### src/verilog/emwls_pkg.sv
// Constants shared by the width-adaptation and lane-steering logic
package emwls_pkg;
  // Memory width codes, as presented by the chip-select configuration
  localparam logic [1:0] MW_8 = 2'h0;
  localparam logic [1:0] MW_16 = 2'h1;
  localparam logic [1:0] MW_32 = 2'h2;
  localparam int ADDR_W = 22;
  localparam int DATA_W = 32;
  localparam int HALF_W = 16;
  localparam int BYTE_W = 8;
  localparam int WORD_SEL_BIT = 1;
  // Active-low byte-lane strobe patterns
  localparam logic [3:0] BE_ALL = 4'h0;
  localparam logic [3:0] BE_LO_HALF = 4'hc;
  localparam logic [3:0] BE_HI_HALF = 4'h3;
  localparam logic [3:0] BE_BYTE0 = 4'he;
  // Follow-on address steps on the byte-granular address lines
  localparam logic [21:0] STEP_BYTE = 22'h000001;
  localparam logic [21:0] STEP_HALF = 22'h000002;
  // Last beat index per access shape
  localparam logic [1:0] LAST_ONE = 2'h0;
  localparam logic [1:0] LAST_TWO = 2'h1;
  localparam logic [1:0] LAST_FOUR = 2'h3;
  typedef enum logic [3:0] {
    ST_IDLE = 4'b0001,
    ST_SETUP = 4'b0010,
    ST_XFER = 4'b0100,
    ST_RESP = 4'b1000
  } emwls_state_e;
endpackage

### src/verilog/emwls_lane_map.sv
// Per-beat byte-lane strobes, write-lane placement and beat count
`timescale 1ns/100ps
module emwls_lane_map
  import emwls_pkg::*;
(
  input wire logic [1:0] width_i,
  input wire logic size32_i,
  input wire logic write_i,
  input wire logic core_i,
  input wire logic word_sel_i,
  input wire logic [1:0] beat_i,
  input wire logic [HALF_W-1:0] wdata_hi_i,
  input wire logic [HALF_W-1:0] wdata_lo_i,
  output logic [3:0] strobes_n_o,
  output logic [DATA_W-1:0] lane_data_o,
  output logic [1:0] last_beat_o
);
  always_comb begin
    strobes_n_o = BE_ALL;
    lane_data_o = '0;
    last_beat_o = LAST_ONE;
    unique case (width_i)
      MW_32: begin
        if (size32_i) begin
          // Even word on the upper lanes; only core requests may swap
          lane_data_o = (core_i && word_sel_i) ? {wdata_lo_i, wdata_hi_i}
                                               : {wdata_hi_i, wdata_lo_i};
        end else if (write_i) begin
          strobes_n_o = word_sel_i ? BE_LO_HALF : BE_HI_HALF;
          lane_data_o = word_sel_i ? {{HALF_W{1'b0}}, wdata_lo_i}
                                   : {wdata_lo_i, {HALF_W{1'b0}}};
        end
      end
      MW_16: begin
        strobes_n_o = BE_LO_HALF;
        last_beat_o = size32_i ? LAST_TWO : LAST_ONE;
        // High word goes out first, low word second
        lane_data_o = {{HALF_W{1'b0}},
                       (size32_i && beat_i == LAST_ONE) ? wdata_hi_i : wdata_lo_i};
      end
      MW_8: begin
        strobes_n_o = BE_BYTE0;
        last_beat_o = size32_i ? LAST_FOUR : LAST_TWO;
      end
      default: begin
        strobes_n_o = 4'hf;
      end
    endcase
  end
endmodule // emwls_lane_map

### src/verilog/emwls_top.sv
// Width adaptation and byte-lane steering for external data accesses
`timescale 1ns/100ps
module emwls_top
  import emwls_pkg::*;
(
  input wire logic core_clk_i,
  input wire logic reset_i,
  input wire logic [1:0] mem_width_i,
  input wire logic req_valid_i,
  output logic req_ready_o,
  input wire logic req_write_i,
  input wire logic req_size32_i,
  input wire logic req_core_i,
  input wire logic [ADDR_W-1:0] req_addr_i,
  input wire logic [HALF_W-1:0] req_wdata_hi_i,
  input wire logic [HALF_W-1:0] req_wdata_lo_i,
  output logic resp_valid_o,
  output logic resp_err_o,
  output logic [DATA_W-1:0] resp_rdata_o,
  output logic ext_cyc_o,
  output logic ext_we_o,
  output logic [ADDR_W-1:0] ext_addr_o,
  output logic [3:0] byte_lane_strobes_n_o,
  output logic [DATA_W-1:0] ext_data_o,
  output logic ext_data_oe_n_o,
  input wire logic [DATA_W-1:0] ext_data_i,
  input wire logic ext_ack_i
);
  emwls_state_e state_r;
  logic wr_r;
  logic sz32_r;
  logic core_r;
  logic sel_r;
  logic err_r;
  logic [1:0] width_r;
  logic [1:0] beat_r;
  logic [HALF_W-1:0] whi_r;
  logic [HALF_W-1:0] wlo_r;
  logic [ADDR_W-1:0] addr_r;
  logic [DATA_W-1:0] acc_r;
  logic cyc_r;
  logic [3:0] strobes_r;
  logic [DATA_W-1:0] wdata_r;
  logic oe_n_r;
  logic [3:0] map_strobes_n;
  logic [DATA_W-1:0] map_lane_data;
  logic [1:0] map_last_beat;
  logic take;
  logic refuse;
  logic beat_done;
  logic last_beat;

  // First address on the lines: low bits cleared below the memory's lowest line
  function automatic logic [ADDR_W-1:0] first_addr(input logic [1:0] width,
                                                   input logic [ADDR_W-1:0] addr);
    logic [ADDR_W-1:0] a;
    a = addr;
    if (width == MW_32) begin
      a[1:0] = 2'h0;
    end else if (width == MW_16) begin
      a[0] = 1'b0;
    end
    return a;
  endfunction

  // Follow-on address for the next beat
  function automatic logic [ADDR_W-1:0] next_addr(input logic [1:0] width,
                                                  input logic down,
                                                  input logic [ADDR_W-1:0] addr);
    logic [ADDR_W-1:0] a;
    a = addr + STEP_BYTE;
    if (width == MW_16) begin
      a = down ? addr - STEP_HALF : addr + STEP_HALF;
    end
    return a;
  endfunction

  assign req_ready_o = (state_r == ST_IDLE);
  assign take = req_valid_i && req_ready_o;
  // Writes to byte-wide memory, and unknown widths, are answered with an error
  assign refuse = (req_write_i && mem_width_i == MW_8) || (mem_width_i > MW_32);
  assign beat_done = (state_r == ST_XFER) && ext_ack_i;
  assign last_beat = (beat_r == map_last_beat);

  emwls_lane_map u_lane_map (
    .width_i(width_r),
    .size32_i(sz32_r),
    .write_i(wr_r),
    .core_i(core_r),
    .word_sel_i(sel_r),
    .beat_i(beat_r),
    .wdata_hi_i(whi_r),
    .wdata_lo_i(wlo_r),
    .strobes_n_o(map_strobes_n),
    .lane_data_o(map_lane_data),
    .last_beat_o(map_last_beat)
  );

  // Sequencer
  always_ff @(posedge core_clk_i or posedge reset_i) begin
    if (reset_i) begin
      state_r <= ST_IDLE;
    end else begin
      unique case (state_r)
        ST_IDLE: begin
          if (take) begin
            state_r <= refuse ? ST_RESP : ST_SETUP;
          end
        end
        ST_SETUP: begin
          state_r <= ST_XFER;
        end
        ST_XFER: begin
          if (ext_ack_i) begin
            state_r <= last_beat ? ST_RESP : ST_SETUP;
          end
        end
        ST_RESP: begin
          state_r <= ST_IDLE;
        end
      endcase
    end
  end

  // Request context, held for the whole access
  always_ff @(posedge core_clk_i or posedge reset_i) begin
    if (reset_i) begin
      wr_r <= 1'b0;
      sz32_r <= 1'b0;
      core_r <= 1'b0;
      sel_r <= 1'b0;
      err_r <= 1'b0;
      width_r <= MW_32;
      whi_r <= '0;
      wlo_r <= '0;
    end else if (take) begin
      wr_r <= req_write_i;
      sz32_r <= req_size32_i;
      // DMA is trusted to keep the high word even, so bit 1 never swaps its words or steps its addresses down
      core_r <= req_core_i;
      sel_r <= req_addr_i[WORD_SEL_BIT];
      err_r <= refuse;
      width_r <= mem_width_i;
      whi_r <= req_wdata_hi_i;
      wlo_r <= req_wdata_lo_i;
    end
  end

  // Beat counter and address generator
  always_ff @(posedge core_clk_i or posedge reset_i) begin
    if (reset_i) begin
      beat_r <= LAST_ONE;
      addr_r <= '0;
    end else if (take) begin
      beat_r <= LAST_ONE;
      addr_r <= first_addr(mem_width_i, req_addr_i);
    end else if (beat_done && !last_beat) begin
      beat_r <= beat_r + 2'h1;
      addr_r <= next_addr(width_r, sz32_r && core_r && sel_r, addr_r);
    end
  end

  // Pin-side drive, loaded one cycle ahead of each strobe
  always_ff @(posedge core_clk_i or posedge reset_i) begin
    if (reset_i) begin
      cyc_r <= 1'b0;
      strobes_r <= 4'hf;
      wdata_r <= '0;
      oe_n_r <= 1'b1;
    end else if (state_r == ST_SETUP) begin
      cyc_r <= 1'b1;
      strobes_r <= map_strobes_n;
      wdata_r <= map_lane_data;
      oe_n_r <= !wr_r;
    end else if (beat_done) begin
      cyc_r <= 1'b0;
      strobes_r <= 4'hf;
      oe_n_r <= 1'b1;
    end
  end

  // Read assembly; narrow beats shift in so the first lands highest
  always_ff @(posedge core_clk_i or posedge reset_i) begin
    if (reset_i) begin
      acc_r <= '0;
    end else if (take) begin
      acc_r <= '0;
    end else if (beat_done && !wr_r) begin
      unique case (width_r)
        MW_32: begin
          if (sz32_r) begin
            acc_r <= (core_r && sel_r) ? {ext_data_i[15:0], ext_data_i[31:16]}
                                       : ext_data_i;
          end else begin
            // Whole width was read; only the addressed word is kept
            acc_r <= {{HALF_W{1'b0}}, sel_r ? ext_data_i[15:0]
                                             : ext_data_i[31:16]};
          end
        end
        MW_16: begin
          acc_r <= {acc_r[HALF_W-1:0], ext_data_i[HALF_W-1:0]};
        end
        default: begin
          acc_r <= {acc_r[DATA_W-BYTE_W-1:0], ext_data_i[BYTE_W-1:0]};
        end
      endcase
    end
  end

  assign resp_valid_o = (state_r == ST_RESP);
  assign resp_err_o = err_r && resp_valid_o;
  assign resp_rdata_o = acc_r;
  assign ext_cyc_o = cyc_r;
  assign ext_we_o = cyc_r && wr_r;
  assign ext_addr_o = addr_r;
  assign byte_lane_strobes_n_o = strobes_r;
  assign ext_data_o = wdata_r;
  assign ext_data_oe_n_o = oe_n_r;
endmodule // emwls_top

### config.mk
export PLATFORM = sky130hd
export DESIGN_NAME = emwls_top
export DESIGN_NICKNAME = d
export VERILOG_FILES = /design/src/verilog/emwls_pkg.sv /design/src/verilog/emwls_lane_map.sv /design/src/verilog/emwls_top.sv
export SDC_FILE = /design/constraint.sdc
export NUM_CORES = 1
export LEC_CHECK = 0
export BUFFER_PORTS_ARGS = -buffer_cell sky130_fd_sc_hd__buf_2
export CAP_MARGIN = 20
export CORE_MARGIN = 8
export CORE_UTILIZATION = 55
export DETAILED_ROUTE_END_ITERATION = 8
export PLACE_DENSITY_LB_ADDON = 0.25
export SLEW_MARGIN = 10
export SYNTH_ARGS = -nofsm -noshare
export SYNTH_HDL_FRONTEND = slang
export SYNTH_SLANG_ARGS = --single-unit
### constraint.sdc
create_clock -name core_clk_i -period 10.95 [get_ports core_clk_i]
set_clock_uncertainty 0.05 [all_clocks]
set_input_delay 2.19 -clock core_clk_i [delete_from_list [all_inputs] [get_ports core_clk_i]]
set_output_delay 2.19 -clock core_clk_i [all_outputs]
set_load 0.1 [all_outputs]
==> results of run 1 <==
-- cell families (layout without fill, tap and decap cells) --
family	count (synthesis)	after routing	synth area share, %
xor gates and xnor gates	30	30	3.22
adders and majority gates	26	26	4.08
AOI/OAI and AO/OA	283	283	22.3
buffers and inverters	80	251	4.10
muxes	35	35	4.30
and+or+nand+nor	369	369	20.2
DFF	136	136	41.8
-- cells in the mapped netlist (all sizes together) (6+ instances only) --
library cell	count	area, sq um
o21ai	99	495
clkbuf	41	154
xor2	8	70.1
ha	25	313
mux2i	35	350
nand2	206	776
or3	9	56.3
a21o	6	45.0
o211ai	24	180
nor3	15	75.1
a22oi	45	338
nor2	43	164
a31oi	7	43.8
and2	7	43.8
a21oi	40	200
dfrtp	130	3250
inv	18	67.6
buf	20	109
xnor2	22	193
nand3	56	280
a222oi	8	80.1
o221ai	19	166
o22ai	9	56.3
dfstp	6	158
-- cells in the final DEF (no fill, tap or decap), drive strengths merged, types with 17 or more instances in the layout --
| master | instances |
|---|---|
| clkbuf | 17 |
| dfrtp | 130 |
| nand3 | 56 |
| o21ai | 99 |
| inv | 23 |
| buf | 200 |
| o211ai | 24 |
| nand2 | 206 |
| ha | 25 |
| o221ai | 19 |
| a22oi | 45 |
| nor2 | 43 |
| xnor2 | 22 |
| mux2i | 35 |
| a21oi | 40 |
-- sequential cells by signal, indices dropped and copies added (netlist names), 2 cells and up --
name and cells:
ext_addr_o 22, whi_r 16, ext_data_o 32, width_r 2, wlo_r 16, state_r 4, beat_r 2, resp_rdata_o 32
byte_lane_strobes_n_o 3
-- power groups by stage --
stage / registers (mW) / clock network (mW) / logic (mW)
2_1_floorplan: 1.64 / 0 / 0.779
3_3_place_gp: 0.907 / 0 / 1.88
3_5_place_dp: 0.909 / 0 / 1.90
4_1_cts: 0.905 / 0.561 / 1.90
5_1_grt: 0.937 / 0.585 / 2.04
6_report: 0.911 / 0.555 / 1.91
-- area by class of cell --
type | instances | area [sq um] | area share (%)
Multi-Input combinational cell | 743 | 4420 | 45.3
Sequential cell | 136 | 3410 | 35.0
Timing Repair Buffer | 200 | 1050 | 10.8
Clock buffer | 17 | 425 | 4.36
Tap cell | 184 | 230 | 2.36
Clock inverter | 15 | 144 | 1.47
Inverter | 19 | 76.3 | 0.782
-- layer usage --
layer | up-vias | global-route usage, % | routed length (um)
li1 | 3805 | - | -
met1 | 3835 | 36.5 | 10800
met2 | 381 | 39.9 | 11500
met3 | 40 | 6.24 | 2100
met4 | 0 | 9.37 | 550
met5 | - | 0 | 0
-- critical path, stage by stage, from the launching register on --
cell	delay, ns
dfstp_2	0.58
or4b_1	0.49
inv_1	0.12
buf_2	0.43
-- worst paths after layout --
| check | start | endpoint | slack, ns | depth (start not counted) |
|---|---|---|---|---|
| hold reg to reg | ext_data_o[27]$_DFFE_PP0P_ | ext_data_o[27]$_DFFE_PP0P_ | 0.42 | 2 |
| hold / removal | ext_data_o[27]$_DFFE_PP0P_ | ext_data_o[27]$_DFFE_PP0P_ | 0.42 | 2 |
| min in group asynchronous | reset_i | wr_r$_DFFE_PP0P_ | 1.82 | 2 |
| setup / recovery | state_r[0]$_DFFE_PP1P_ | req_ready_o | 6.67 | 3 |
| setup reg to reg | sz32_r$_DFFE_PP0P_ | ext_addr_o[21]$_DFFE_PP0P_ | 7.03 | 10 |
| max in group asynchronous | reset_i | ext_data_o[0]$_DFFE_PP0P_ | 7.78 | 3 |
-- per-stage QoR --
step	cells	setup WS, ns	utilization, %
after detailed placement	1279	6.69	62.9
after CTS	1311	6.65	66.8
after global routing	1314	6.58	67.1
after floorplan	959	3.95	-
after global placement	1279	6.74	62.9
final	1314	6.67	67.1
==> metrics.md, run 1 <==
| Metric | Value |
|---|---|
| Leading register cell type out of synthesis | dfrtp_1 |
| Area grow syn2layout | 19.6% |
| Switching portion of total power | 57.0% |
| Drt initial violations | just over 900 |
| DR vias | 8,061 |
| Routed length per instance | roughly 19 um |
| Final hold slack | approximately 0.42 ns |
| Height of the die | around 140 um |
| Post-CTS Setup Bufs | 0 |
| Startpoint types | flip-flop |
| N_diodes | 0 |
| Synth cell types | just under 60 |
| Ratio of cells with drive above 1 in the final layout | between 20 and 25% |
| Initial core utilization | around 56% |
| First-pass GRT wire length | about 40 mm |
| Peak supply drop | 0.275 mV |
| H-Tree Depth | 4 |
| Core Area | between 10,000 and 15,000 sq um |
| EDFF count, synth | 0 |
| Gate power share | about 57% |
| TritonCTS Buffers | 17 |
| Drt drc | 0 |
| Asr flop ratio synth | 100% |
| Status | completed |
| Skew-Pair Late Insertion Delay | between 0.4 and 0.5 ns |
| Clock share of power | 16.4% |
| Mapped Cells | between 900 and 1,000 |
| Final non-filler cell area | 9760 sq um |
| Crit path required time | 8.71 ns |
| Reg clk slew, reported paths | 0.06 ns |
| # resized after CTS | 0 |
| Tmin final | around 4.3 ns |
| Antenna violations before repair | 0 |
| Avg Cell Area, Syn | between 8 and 9 sq um |
| DP HPWL | 17.1 mm |
| Vias in the first global route | between 7,000 and 8,000 |
| Crit Path Class | flip-flop to output pin |
| Fmax | around 230 MHz |
| Layout fillers | about 1,300 |
| CTS tree | built |
| Antenna viol nets, final | 0 |
| IO Count | between 150 and 200 |
| Seq cells post-synth | 136 |
| Reg power frac | between 20% and 30% |
| Via-to-Cell Ratio | ~6 |
| Slew Limit Fails | 0 |
| Final Hold Fails | 0 |
| Clock Sinks | 136 |
| Cell area power density | 346 nW/um^2 |
| LEAKAGE | ~4.8 nW |
| Largest net degree at the start of global routing | 84 |
| Cts hold-fix bufs | 0 |
| Crit end category | output pin |
| Net Sw Power | roughly 1.9 mW |
| Synth Net Count | about 1,100 |
| Routed WL | about 25 mm |
| IO buf count | 190 |
| Worst Tran Pin Value | between 1 and 1.5 ns |
| CP max FO | 6 |
| Max Cap Violations | 0 |
| YS warnings | 0 |
| Post-synthesis sequential area ratio | about two fifths |
| Clock Path Buffers | 2 |
| Rows | between 40 and 50 |
| Internal Power | between 1 and 1.5 mW |
| Cell Area, Placed | between 9000 and 10,000 sq um |
| Cell Area, Synth | about 8200 sq um |
| Tcrit/Tclk final | 39.1% |
| TritonRoute pass-1 iters | 8 |
| Chip width | about 140 um |
| HP Class | flip-flop to flip-flop |
| GPL Wtd Cong | between 0.8 and 0.9 |
| Tot Pwr | 3.38 mW |
| Total grt overflow | 0 |
| Setup TNS | 0 ns |
| Final Setup Violations | 0 |
| Root Buffer | clkbuf_16 |
| Layout Nets | roughly 1,200 |
| Relative slew slack | 29.7% |
| Worst path arrival time | slightly above 2 ns |
| Total Routing Usage GR | about a quarter |
| RSZ-0062 raised after global routing | no |
| DIE AREA | around 19,000 sq um |
(Power assumes the default switching activity.)
==> inputs of run 2 (changes only) <==
- CORE_UTILIZATION: 55 -> 49
- clock period: 10.95 -> 3.5 ns (I/O delays scaled with it)
==> run 2 against run 1 <==
  * Sequential power increased to 3.1 times the previous value
  * Cell area increased by 1.1%
  * Critical path depth increased by 7
  * Via count decreased by 1.8%
  * Critical endpoint is now ext_addr_o[21]$_DFFE_PP0P_
  * First-iteration DRC count decreased by 30%
  * Largest cell class unchanged
  * Highest routed layer is now met5
  * Clock power increased to 3.1 times the previous value
  * Routed wire length increased by 0.24%
  * Register-to-register slack got worse by 6.6 ns
  * Global-route usage decreased by 2.7 points
  * Die area increased by 11%
==> metrics.md, run 2 (synthesis results as in run 1) <==
| Metric | Value |
|---|---|
| Final Hold Fails | 0 (unchanged) |
| LEAKAGE | 4.79 nW (was 4.75 nW) |
| Initial core utilization | 49.7% (was 56.1%) |
| Area grow syn2layout | 20.9% (was 19.6%) |
| Clock Sinks | 136 (unchanged) |
| TritonRoute pass-1 iters | 5 (was 8) |
| Worst Setup SP | sel_r$_DFFE_PP0P_ (was state_r[0]$_DFFE_PP1P_) |
| Worst Tran Pin Value | 1.04 ns (was 1.05 ns) |
| Drt initial violations | 632 (was 906) |
| Clock Path Buffers | 2 (unchanged) |
| Tot Pwr | 10.6 mW (was 3.38 mW) |
| Gate power share | 57.2% (was 56.6%) |
| CTS tree | built (unchanged) |
| Ratio of cells with drive above 1 in the final layout | 22.9% (was 22.3%) |
| Largest net degree at the start of global routing | 137 (was 84) |
| Cell area power density | 1070 nW/um^2 (was 346 nW/um^2) |
| Crit path required time | 3.76 ns (was 8.71 ns) |
| Total Routing Usage GR | 23.7% (was 26.5%) |
| Commonest cells after routing, fill and taps aside | nand2_1, buf_2, dfrtp_1, o21ai_0, nand3_1 (unchanged) |
| Drt drc | 0 (unchanged) |
| Peak supply drop | 0.652 mV (was 0.275 mV) |
| Crit Path Class | flip-flop to flip-flop (was flip-flop to output pin) |
| Vias in the first global route | 8,035 (was 7,627) |
| Final Setup Violations | 0 (unchanged) |
| TritonCTS Buffers | 17 (unchanged) |
| DIE AREA | 21,000 sq um (was 19,000 sq um) |
| IO buf count | 190 (unchanged) |
| Skew-Pair Late Insertion Delay | 0.42 ns (about the same) |
| Leading cell type in the layout, fill and taps excluded | nand2_1 (unchanged) |
| DP HPWL | 17.0 mm (was 17.1 mm) |
| N_diodes | 0 (unchanged) |
| Chip width | 145 um (was 138 um) |
| Worst path arrival time | 3.35 ns (was 2.04 ns) |
| RSZ-0062 raised after global routing | no (unchanged) |
| Startpoint types | flip-flop (unchanged) |
| CP top delay family | compound AO/OA/AOI/OAI gates (was flip-flops) |
| Antenna violations before repair | 2 (was 0) |
| Cell Area, Placed | 9270 sq um (was 9140 sq um) |
| Via-to-Cell Ratio | 5.84 (was 6.13) |
| Layout Nets | 1,244 (was 1,238) |
| Total grt overflow | 0 (unchanged) |
| Cell chain of the critical path | nand3_1, inv_4, ha_1, nor2b_1, o21ai_0, o21ai_0, a21oi_2, o41ai_1, nand3_1, o311a_1 (was or4b_1, inv_1, buf_2) |
| Relative slew slack | 30.6% (was 29.7%) |
| Slew Limit Fails | 0 (unchanged) |
| CP max FO | 21 (was 6) |
| FF-to-FF Start | sel_r$_DFFE_PP0P_ (was sz32_r$_DFFE_PP0P_) |
| Internal Power | 4.57 mW (was 1.45 mW) |
| Root Buffer | clkbuf_16 (unchanged) |
| Reg clk slew, reported paths | 0.06 ns (about the same) |
| Cts hold-fix bufs | 0 (unchanged) |
| Height of the die | 145 um (was 138 um) |
| Antenna viol nets, final | 0 (unchanged) |
| First-pass GRT wire length | 41.3 mm (was 39.7 mm) |
| Crit end category | flip-flop (was output pin) |
| H-Tree Depth | 4 (unchanged) |
| Max Cap Violations | 0 (unchanged) |
| Switching portion of total power | 56.8% (was 57.0%) |
| HP Class | input pin to asynchronous set/reset pin (was flip-flop to flip-flop) |
| Routed WL | 25.0 mm (was 24.9 mm) |
| Tcrit/Tclk final | ~90% |
| CP max-delay cell | o21ai_0 (was dfstp_2) |
| DR vias | 7,914 (was 8,061) |
| Post-CTS Setup Bufs | 0 (unchanged) |
| Rows | 47 (was 44) |
| Max stage delay on crit path | 0.49 ns (was 0.58 ns) |
| GPL Wtd Cong | 0.886 (was 0.859) |
| Net Sw Power | 6.02 mW (was 1.92 mW) |
| Routed length per instance | 18.4 um (was 19.0 um) |
| Core Area | 16,400 sq um (was 14,500 sq um) |
| Status | completed (unchanged) |
| Fmax | ~320 MHz |
| Reg power frac | 26.4% (was 27.0%) |
| Final non-filler cell area | 9860 sq um (was 9760 sq um) |
| Layout fillers | 1,457 (was 1,259) |
| Worst path bufs/invs | 1 (was 2) |
| Clock share of power | 16.5% (was 16.4%) |
| Tmin final | 3.09 ns |
| Final hold slack | 0.407 ns (was 0.422 ns) |
| IO Count | 191 (unchanged) |
-- run 2: cell type report --
cell class	instances	area (sq um)	area share [%]
Multi-Input combinational cell	743	4430	44.9
Sequential cell	136	3410	34.6
Timing Repair Buffer	206	1100	11.1
Clock buffer	20	467	4.73
Tap cell	220	275	2.79
Clock inverter	12	105	1.07
Inverter	19	77.6	0.787
-- run 2: worst paths after layout --
path	end	slack, ns	cells past startpoint
max	ext_addr_o[21]$_DFFE_PP0P_	0.41	10
min	err_r$_DFFE_PP0P_	0.41	3
max reg2reg	ext_addr_o[21]$_DFFE_PP0P_	0.41	10
min reg2reg	ext_data_o[16]$_DFFE_PP0P_	0.43	2
max in group asynchronous	resp_rdata_o[22]$_DFFE_PP0P_	2.40	3
min in group core_clk_i	whi_r[4]$_DFFE_PP0P_	0.41	3
-- run 2: layer usage --
metal,routed length [um],vias to the layer above,GRT usage (%),share of wire [%]
met5,24,-,0,0.096
met4,460,4,8.05,1.8
met3,1500,42,5.22,6.0
met2,12200,282,39.5,49
met1,10800,3774,29.9,43
li1,-,3812,-,-
-- run 2: worst min-delay path, cell delays in order --
cell and delay [ns]:
buf_2 0.11, clkinvlp_4 0.07, buf_12 0.49
-- run 2: power by group through the flow --
| stage | sequential, mW | clock [mW] | combinational [mW] |
|---|---|---|---|
| after floorplan | 5.12 | 0 | 2.44 |
| after global placement | 2.79 | 0 | 5.98 |
| after detailed placement | 2.80 | 0 | 6.03 |
| after CTS | 2.78 | 1.76 | 6.05 |
| after global routing | 2.89 | 1.84 | 6.48 |
| final | 2.79 | 1.74 | 6.05 |
-- run 2: through the flow --
step	setup TNS (ns)	util, %	cells	setup slack [ns]
2_1_floorplan	-0.438	-	959	-0.438
3_3_place_gp	0	56.5	1323	0.341
3_5_place_dp	0	56.5	1323	0.253
4_1_cts	0	60.0	1355	0.245
5_1_grt	0	60.1	1356	0.0921
6_report	0	60.1	1356	0.412
-- run 2: timing repair --
item / in CTS / in global routing
gates resized for setup: 0 / 3
hold endpoints to repair: 0 / 0
endpoints found under the setup margin: 0 / 5
